===== src/core/pts_pkg.sv =====
// package: configuration word layout and register map for pll tuning and source select
//
// Summary of operation
// selector code 0 ref, 1-3 plls a-c; pin low: c, d use 71:70, 95:94
// pin high: outputs c and d use selectors at bits 125:124 and 127:126
// loop filter bit: 0 short 7us, 1 long 20us; pll a bit 20, b 44
// pll c loop filter bit from 68 when pin low, 92 when pin high
// charge pump bit: 0 low 2uA, 1 high 10uA; pll a bit 19, b 43
// pll c charge pump bit from 67 when pin low, 91 when pin high
// host clocks serial configuration at 10 to 100 kbit/s; this design takes Wishbone word writes instead
// pll tuning changes in operation move frequency smoothly, without glitches
// selector or post divider changes while running may glitch that output
// output a/b selectors and pll a/b tuning apply whatever the pin level
package pts_pkg;
    // configuration word
    localparam int          CFG_W       = 128;
    localparam logic [127:0] CFG_RESET  = 128'h0;
    // tuning bit positions
    localparam int PUMP_A_BIT  = 19;
    localparam int LF_A_BIT    = 20;
    localparam int PUMP_B_BIT  = 43;
    localparam int LF_B_BIT    = 44;
    localparam int PUMP_C1_BIT = 67;
    localparam int LF_C1_BIT   = 68;
    localparam int PUMP_C2_BIT = 91;
    localparam int LF_C2_BIT  = 92;
    // selector field low bits, each field two bits wide
    localparam int SRC_A_LO   = 22;
    localparam int SRC_B_LO   = 46;
    localparam int SRC_C1_LO  = 70;
    localparam int SRC_D1_LO  = 94;
    localparam int SRC_C2_LO  = 124;
    localparam int SRC_D2_LO  = 126;
    // source codes
    localparam logic [1:0] SRC_REF    = 2'h0;
    localparam logic [1:0] SRC_PLL_A  = 2'h1;
    localparam logic [1:0] SRC_PLL_B  = 2'h2;
    localparam logic [1:0] SRC_PLL_C  = 2'h3;
    // analog meaning of the tuning bits, informational
    localparam int LF_SHORT_NS = 7000;
    localparam int LF_LONG_NS  = 20000;
    localparam int CP_LOW_NA   = 2000;
    localparam int CP_HIGH_NA  = 10000;
    // register map, byte addresses
    localparam int          ADR_W      = 8;
    localparam logic [7:0]  ADR_CFG0   = 8'h00;
    localparam logic [7:0]  ADR_CFG1   = 8'h04;
    localparam logic [7:0]  ADR_CFG2   = 8'h08;
    localparam logic [7:0]  ADR_CFG3   = 8'h0c;
    localparam logic [7:0]  ADR_STATUS = 8'h10;
    // status field positions
    localparam int ST_SRC_A = 0;
    localparam int ST_SRC_B = 2;
    localparam int ST_SRC_C = 4;
    localparam int ST_SRC_D = 6;
    localparam int ST_LF_A  = 8;
    localparam int ST_LF_B  = 9;
    localparam int ST_LF_C  = 10;
    localparam int ST_PUMP_A = 11;
    localparam int ST_PUMP_B = 12;
    localparam int ST_PUMP_C = 13;
    localparam int ST_SET   = 14;
endpackage : pts_pkg


===== src/core/pts_core.sv =====
// module: configuration word store, tuning bit and clock source selector decode
//
// The address map and the Wishbone interface to the registers are this design's own decisions.
module pts_core
    import pts_pkg::*;
(
    // clock and reset
    input  wire logic             sys_clk,
    input  wire logic             rst_b,
    // wishbone slave
    input  wire logic             wb_cyc_i,
    input  wire logic             wb_stb_i,
    input  wire logic             wb_we_i,
    input  wire logic [ADR_W-1:0] wb_adr_i,
    input  wire logic [3:0]       wb_sel_i,
    input  wire logic [31:0]      wb_dat_i,
    output logic      [31:0]      wb_dat_o,
    output logic                  wb_ack_o,
    // set select pin
    input  wire logic             set_select_pin,
    // clock source selectors
    output logic      [1:0]       out_a_source,
    output logic      [1:0]       out_b_source,
    output logic      [1:0]       out_c_source,
    output logic      [1:0]       out_d_source,
    // pll tuning controls
    output logic                  loop_filter_slow_pll_a,
    output logic                  loop_filter_slow_pll_b,
    output logic                  loop_filter_slow_pll_c,
    output logic                  pump_current_high_pll_a,
    output logic                  pump_current_high_pll_b,
    output logic                  pump_current_high_pll_c
);

    // picks the first or second stored set by the pin level
    function automatic logic [1:0] pick2(input logic second, input logic [1:0] a, input logic [1:0] b);
        pick2 = second ? b : a;
    endfunction : pick2

    // byte-lane merge of a write into a stored word
    function automatic logic [31:0] merge(input logic [31:0] old, input logic [31:0] wd, input logic [3:0] sel);
        for (int i = 0; i < 4; i++) begin
            merge[i*8 +: 8] = sel[i] ? wd[i*8 +: 8] : old[i*8 +: 8];
        end
    endfunction : merge

    logic              rst_s1;
    logic              rst_n;
    logic              pin_s1;
    logic              pin_s;
    logic [CFG_W-1:0]  cfg;
    logic [CFG_W-1:0]  next_cfg;
    logic              next_ack;
    logic [31:0]       next_dat;
    logic [31:0]       status;
    logic              req;
    logic [1:0]        next_src_a;
    logic [1:0]        next_src_b;
    logic [1:0]        next_src_c;
    logic [1:0]        next_src_d;
    logic              next_lf_a;
    logic              next_lf_b;
    logic              next_lf_c;
    logic              next_pump_a;
    logic              next_pump_b;
    logic              next_pump_c;

    // reset release through two flip-flops
    always_ff @(posedge sys_clk or negedge rst_b) begin
        if (!rst_b) begin
            rst_s1 <= 1'b0;
            rst_n  <= 1'b0;
        end else begin
            rst_s1 <= 1'b1;
            rst_n  <= rst_s1;
        end
    end

    // pin synchroniser, only pin_s is read by logic
    always_ff @(posedge sys_clk or negedge rst_n) begin
        if (!rst_n) begin
            pin_s1 <= 1'b0;
            pin_s  <= 1'b0;
        end else begin
            pin_s1 <= set_select_pin;
            pin_s  <= pin_s1;
        end
    end

    assign req = wb_cyc_i && wb_stb_i && !wb_ack_o;

    // status view of the block's live outputs
    always_comb begin
        status                      = 32'h0;
        status[ST_SRC_A +: 2]       = out_a_source;
        status[ST_SRC_B +: 2]       = out_b_source;
        status[ST_SRC_C +: 2]       = out_c_source;
        status[ST_SRC_D +: 2]       = out_d_source;
        status[ST_LF_A]             = loop_filter_slow_pll_a;
        status[ST_LF_B]             = loop_filter_slow_pll_b;
        status[ST_LF_C]             = loop_filter_slow_pll_c;
        status[ST_PUMP_A]           = pump_current_high_pll_a;
        status[ST_PUMP_B]           = pump_current_high_pll_b;
        status[ST_PUMP_C]           = pump_current_high_pll_c;
        status[ST_SET]              = pin_s;
    end

    // bus next values: one-wait ack, byte-lane writes, zero for unmapped reads
    always_comb begin
        next_cfg = cfg;
        next_ack = req;
        next_dat = wb_dat_o;
        if (req) begin
            next_dat = 32'h0;
            unique case (wb_adr_i)
                ADR_CFG0: begin
                    next_dat = cfg[31:0];
                    if (wb_we_i) next_cfg[31:0] = merge(cfg[31:0], wb_dat_i, wb_sel_i);
                end
                ADR_CFG1: begin
                    next_dat = cfg[63:32];
                    if (wb_we_i) next_cfg[63:32] = merge(cfg[63:32], wb_dat_i, wb_sel_i);
                end
                ADR_CFG2: begin
                    next_dat = cfg[95:64];
                    if (wb_we_i) next_cfg[95:64] = merge(cfg[95:64], wb_dat_i, wb_sel_i);
                end
                ADR_CFG3: begin
                    next_dat = cfg[127:96];
                    if (wb_we_i) next_cfg[127:96] = merge(cfg[127:96], wb_dat_i, wb_sel_i);
                end
                ADR_STATUS: next_dat = status;
                default:    next_dat = 32'h0;
            endcase
        end
    end

    // bus registers
    always_ff @(posedge sys_clk or negedge rst_n) begin
        if (!rst_n) begin
            cfg      <= CFG_RESET;
            wb_ack_o <= 1'b0;
            wb_dat_o <= 32'h0;
        end else begin
            cfg      <= next_cfg;
            wb_ack_o <= next_ack;
            wb_dat_o <= next_dat;
        end
    end

    // decode of selectors and tuning bits from the stored word
    always_comb begin
        next_src_a = cfg[SRC_A_LO +: 2];
        next_src_b = cfg[SRC_B_LO +: 2];
        // selector changes pass straight through; a running output may glitch
        next_src_c = pick2(pin_s, cfg[SRC_C1_LO +: 2], cfg[SRC_C2_LO +: 2]);   // see R1 see R2
        next_src_d = pick2(pin_s, cfg[SRC_D1_LO +: 2], cfg[SRC_D2_LO +: 2]);   // see R1 see R2
        next_lf_a  = cfg[LF_A_BIT];                                             // see R3
        next_lf_b  = cfg[LF_B_BIT];
        next_lf_c  = pin_s ? cfg[LF_C2_BIT] : cfg[LF_C1_BIT];
        next_pump_a = cfg[PUMP_A_BIT];                                          // see R5
        next_pump_b = cfg[PUMP_B_BIT];
        next_pump_c = pin_s ? cfg[PUMP_C2_BIT] : cfg[PUMP_C1_BIT];
    end

    // output registers; tuning levels change in one clean step so the loop slews
    always_ff @(posedge sys_clk or negedge rst_n) begin
        if (!rst_n) begin
            out_a_source            <= SRC_REF;
            out_b_source            <= SRC_REF;
            out_c_source            <= SRC_REF;
            out_d_source            <= SRC_REF;
            loop_filter_slow_pll_a  <= 1'b0;
            loop_filter_slow_pll_b  <= 1'b0;
            loop_filter_slow_pll_c  <= 1'b0;
            pump_current_high_pll_a <= 1'b0;
            pump_current_high_pll_b <= 1'b0;
            pump_current_high_pll_c <= 1'b0;
        end else begin
            out_a_source            <= next_src_a;
            out_b_source            <= next_src_b;
            out_c_source            <= next_src_c;
            out_d_source            <= next_src_d;
            loop_filter_slow_pll_a  <= next_lf_a;
            loop_filter_slow_pll_b  <= next_lf_b;
            loop_filter_slow_pll_c  <= next_lf_c;
            pump_current_high_pll_a <= next_pump_a;
            pump_current_high_pll_b <= next_pump_b;
            pump_current_high_pll_c <= next_pump_c;
        end
    end
endmodule : pts_core


===== config.mk =====
export PLATFORM = sky130hd
export DESIGN_NAME = pts_core
export DESIGN_NICKNAME = d
export VERILOG_FILES = /design/src/core/pts_pkg.sv /design/src/core/pts_core.sv
export SDC_FILE = /design/constraint.sdc
export NUM_CORES = 1
export LEC_CHECK = 0
export BUFFER_PORTS_ARGS = -buffer_cell sky130_fd_sc_hd__buf_2
export CAP_MARGIN = 40
export CORE_MARGIN = 3
export CORE_UTILIZATION = 60
export CTS_BUF_LIST = sky130_fd_sc_hd__clkbuf_8
export DETAILED_ROUTE_END_ITERATION = 8
export PLACE_DENSITY = 0.82
export SETUP_SLACK_MARGIN = 0.1
export SYNTH_ARGS = -nofsm -noshare
export SYNTH_HDL_FRONTEND = slang
export SYNTH_SLANG_ARGS = --single-unit

===== constraint.sdc =====
create_clock -name sys_clk -period 10.34 [get_ports sys_clk]
set_input_delay 0.517 -clock sys_clk [delete_from_list [all_inputs] [get_ports sys_clk]]
set_output_delay 0.517 -clock sys_clk [all_outputs]
set_load 0.02 [all_outputs]

==> flow_metrics.env <==
export IMPL_status="complete, no violations"
export IMPL_drtIter0Drc=520
export IMPL_via_per_inst=6.33
export IMPL_die_w_um=119
export IMPL_pre_cts_slack_ns=7.41
export IMPL_fin_hold_ws_ns=0.157
export IMPL_ir_drop_mv=0.0999
export IMPL_synth_yosys_warnings=0
export IMPL_setup_viol=0
export IMPL_slew_headroom=0.411
export IMPL_fin_tns_setup_ns=0
export IMPL_cts_root_buf="clkbuf_8"
export IMPL_syn_area_per_cell_um2=14.1
export IMPL_vias=5188
export IMPL_grt_overflow=0
export IMPL_crit_arrival_ns=3.11
export IMPL_rows=40
export IMPL_place_congestion=0.772
export IMPL_nNetsFinal=692
export IMPL_core_area_um2=12300
export IMPL_switching_share=0.231
export IMPL_cp_start_kind="register"
export IMPL_antenna_found_initial=0
export IMPL_drc=0
export IMPL_critPathTopFamily="simple AND/OR/NAND/NOR gates"
export IMPL_clkTransAtPathRegs_ns=0.08
export IMPL_layout_cells_non_filler=820
export IMPL_required_ns=10.69
export IMPL_post_cts_buffers=0
export IMPL_placedCellCount=790
export IMPL_skew_ns=0.00680
export IMPL_p_int_mw=0.998
export IMPL_area_delta_synth_final_pct=14.6
export IMPL_layout_drive_gt1_share=0.462
export IMPL_placed_cell_area_um2=8360
export IMPL_cp_slowest_stage_delay_ns=0.76
export IMPL_wl_mm=18.3
export IMPL_path_class="reg2reg"
export IMPL_synth_top_area_cell="dfrtp_1"
export IMPL_cts_buffers=17
export IMPL_rsz0062_at_grt="false"
export IMPL_power_frac_comb=0.067
export IMPL_worst_slack_ns=7.57
export IMPL_yosysUniqueCellTypes=31
export IMPL_min_path_type="in2reg"
export IMPL_grt_pass1_wl_mm=29.8
export IMPL_gr_usage_all_layers=0.270
export IMPL_slew_violations=0
export IMPL_max_freq_mhz=362
export IMPL_critPathBufInv=2
export IMPL_seqPwrFrac=0.558
export IMPL_critPathCaptureType="register"
export IMPL_synth_seq_cells=179
export IMPL_synth_area_um2=7660
export IMPL_ys_seq_area_frac=0.585
export IMPL_cts_tree="yes"
export IMPL_synthTopCellsByArea="dfrtp_1 (58%), mux2_2 (20%), a22oi_1 (4.6%)"
export IMPL_dieArea_um2=14200
export IMPL_total_leakage_power_nw=4.28
export IMPL_grt_pass1_vias=5578
export IMPL_clock_sinks=179
export IMPL_cts_max_level=4
export IMPL_grt_max_degree=57
export IMPL_final_core_util=0.716
export IMPL_p_sw_mw=0.300
export IMPL_clk_latency_ns=0.46
export IMPL_hold_viol=0
export IMPL_synth_top_area_frac=0.585
export IMPL_clkPwrFrac=0.374
export IMPL_dpl_hpwl_mm=11.8
export IMPL_path_cells="nand3b_1 -> buf_4 -> clkinv_1 -> nand4_1 -> nor2_1 -> mux2_2"
export IMPL_dr_pass1_iters=8
export IMPL_drtAntennaViolNets=0
export IMPL_ctsLongestPathBuffers=2
export IMPL_syn_inst=543
export IMPL_final_area_um2=8780
export IMPL_tightest_slew_ns=0.881
export IMPL_die_h_um=119
export IMPL_period_needed_ns=2.77
export IMPL_diodes=0
export IMPL_fin_crit_sh=0.267
export IMPL_start_util=0.625
export IMPL_p_total_mw=1.30
export IMPL_syn_num_nets=593
export IMPL_io_pins=97
export IMPL_crit_slowest_cell="nor2_1"
export IMPL_wl_per_cell_um=22.3
export IMPL_port_buffers=96
export IMPL_pwr_density_cell_nw_per_um2=148
export IMPL_path_max_fanout=36
export IMPL_drv_cap=0
power groups by stage:
stage | registers (mW) | clock network (mW) | logic [mW]
after global routing | 0.727 | 0.518 | 0.0942
after global placement | 0.738 | 0 | 0.0821
after detailed placement | 0.739 | 0 | 0.0873
final | 0.724 | 0.486 | 0.0876
after floorplan | 0.754 | 0 | 0.0290
after CTS | 0.725 | 0.487 | 0.0878
path summary, 6_finish.rpt:
kind,startpoint,end,slack [ns],cells after the start
max in group asynchronous,rst_n,cfg[9],8.16,3
max,wb_ack_o,cfg[88],7.57,6
min reg2reg,rst_n,pin_s1,0.35,0
min,set_select_pin,pin_s1,0.16,1
min in group asynchronous,rst_n,pin_s1,0.35,0
max reg2reg,wb_ack_o,cfg[88],7.57,6
kinds of logic (layout without fill, tap and decap cells):
group | Yosys count | after routing | share of synthesized area
flops | 179 | 179 | 0.585
buf+inv | 30 | 139 | 0.0183
simple gates | 72 | 72 | 0.0531
mux | 149 | 149 | 0.223
compound gates | 112 | 112 | 0.120
other cells | 1 | 1 | 0.000490
registers in the layout, summed over array words and instances, names as in the netlist:
name,flops
cfg,128
loop_filter_slow_pll_a,1
loop_filter_slow_pll_b,1
loop_filter_slow_pll_c,1
out_a_source,2
out_b_source,2
out_c_source,2
out_d_source,2
pin_s,1
pin_s1,1
pump_current_high_pll_a,1
pump_current_high_pll_b,1
pump_current_high_pll_c,1
rst_n,1
rst_s1,1
wb_ack_o,1
wb_dat_o,32
timing repair:
action,in CTS,in global routing
resized for setup,0,0
hold endpoints to repair,2,0
endpoints found under the setup margin,0,0
hold buffers,1,0
cells in the final DEF, fill, tap and decap left out, drive strengths merged, types with 2 or more instances in the layout:
cell	netlist	layout
or4	2	2
a22o	17	17
nor2	18	18
a22oi	47	47
a222oi	17	17
bufinv	0	2
mux2	149	149
o21a	15	15
clkinv	1	3
nand4	3	3
nand2	39	39
clkbuf	20	24
dfrtp	179	179
nor2b	3	3
o221ai	15	15
buf	9	108
area by class of cell:
type,instances,area (um2)
Clock inverter,5,73.8
Fill cell,861,3490
Tap cell,168,210
Inverter,1,3.75
Multi-Input combinational cell,334,3050
Timing Repair Buffer,109,621
Sequential cell,179,4480
Clock buffer,24,330
cell usage after synthesis (all sizes together):
| cell type | count |
|---|---|
| a222oi | 17 |
| a22o | 17 |
| a22oi | 47 |
| and2 | 1 |
| and3 | 1 |
| buf | 9 |
| clkbuf | 20 |
| clkinv | 1 |
| conb | 1 |
| dfrtp | 179 |
| mux2 | 149 |
| nand2 | 39 |
| nand3b | 1 |
| nand4 | 3 |
| nor2 | 18 |
| nor2b | 3 |
| nor3 | 1 |
| nor4 | 1 |
| nor4b | 1 |
| o21a | 15 |
| o21ai | 1 |
| o221ai | 15 |
| or3 | 1 |
| or4 | 2 |
routing by layer:
metal | part of all wire | wire length, um | vias up | track usage
li1 | - | - | 2262 | -
met3 | 0.081 | 1490 | 34 | 0.0731
met2 | 0.50 | 9050 | 242 | 0.442
met5 | 0 | 0 | - | 0
met1 | 0.40 | 7360 | 2650 | 0.353
met4 | 0.020 | 367 | 0 | 0.0840
Power figures use the tool's default switching activity.
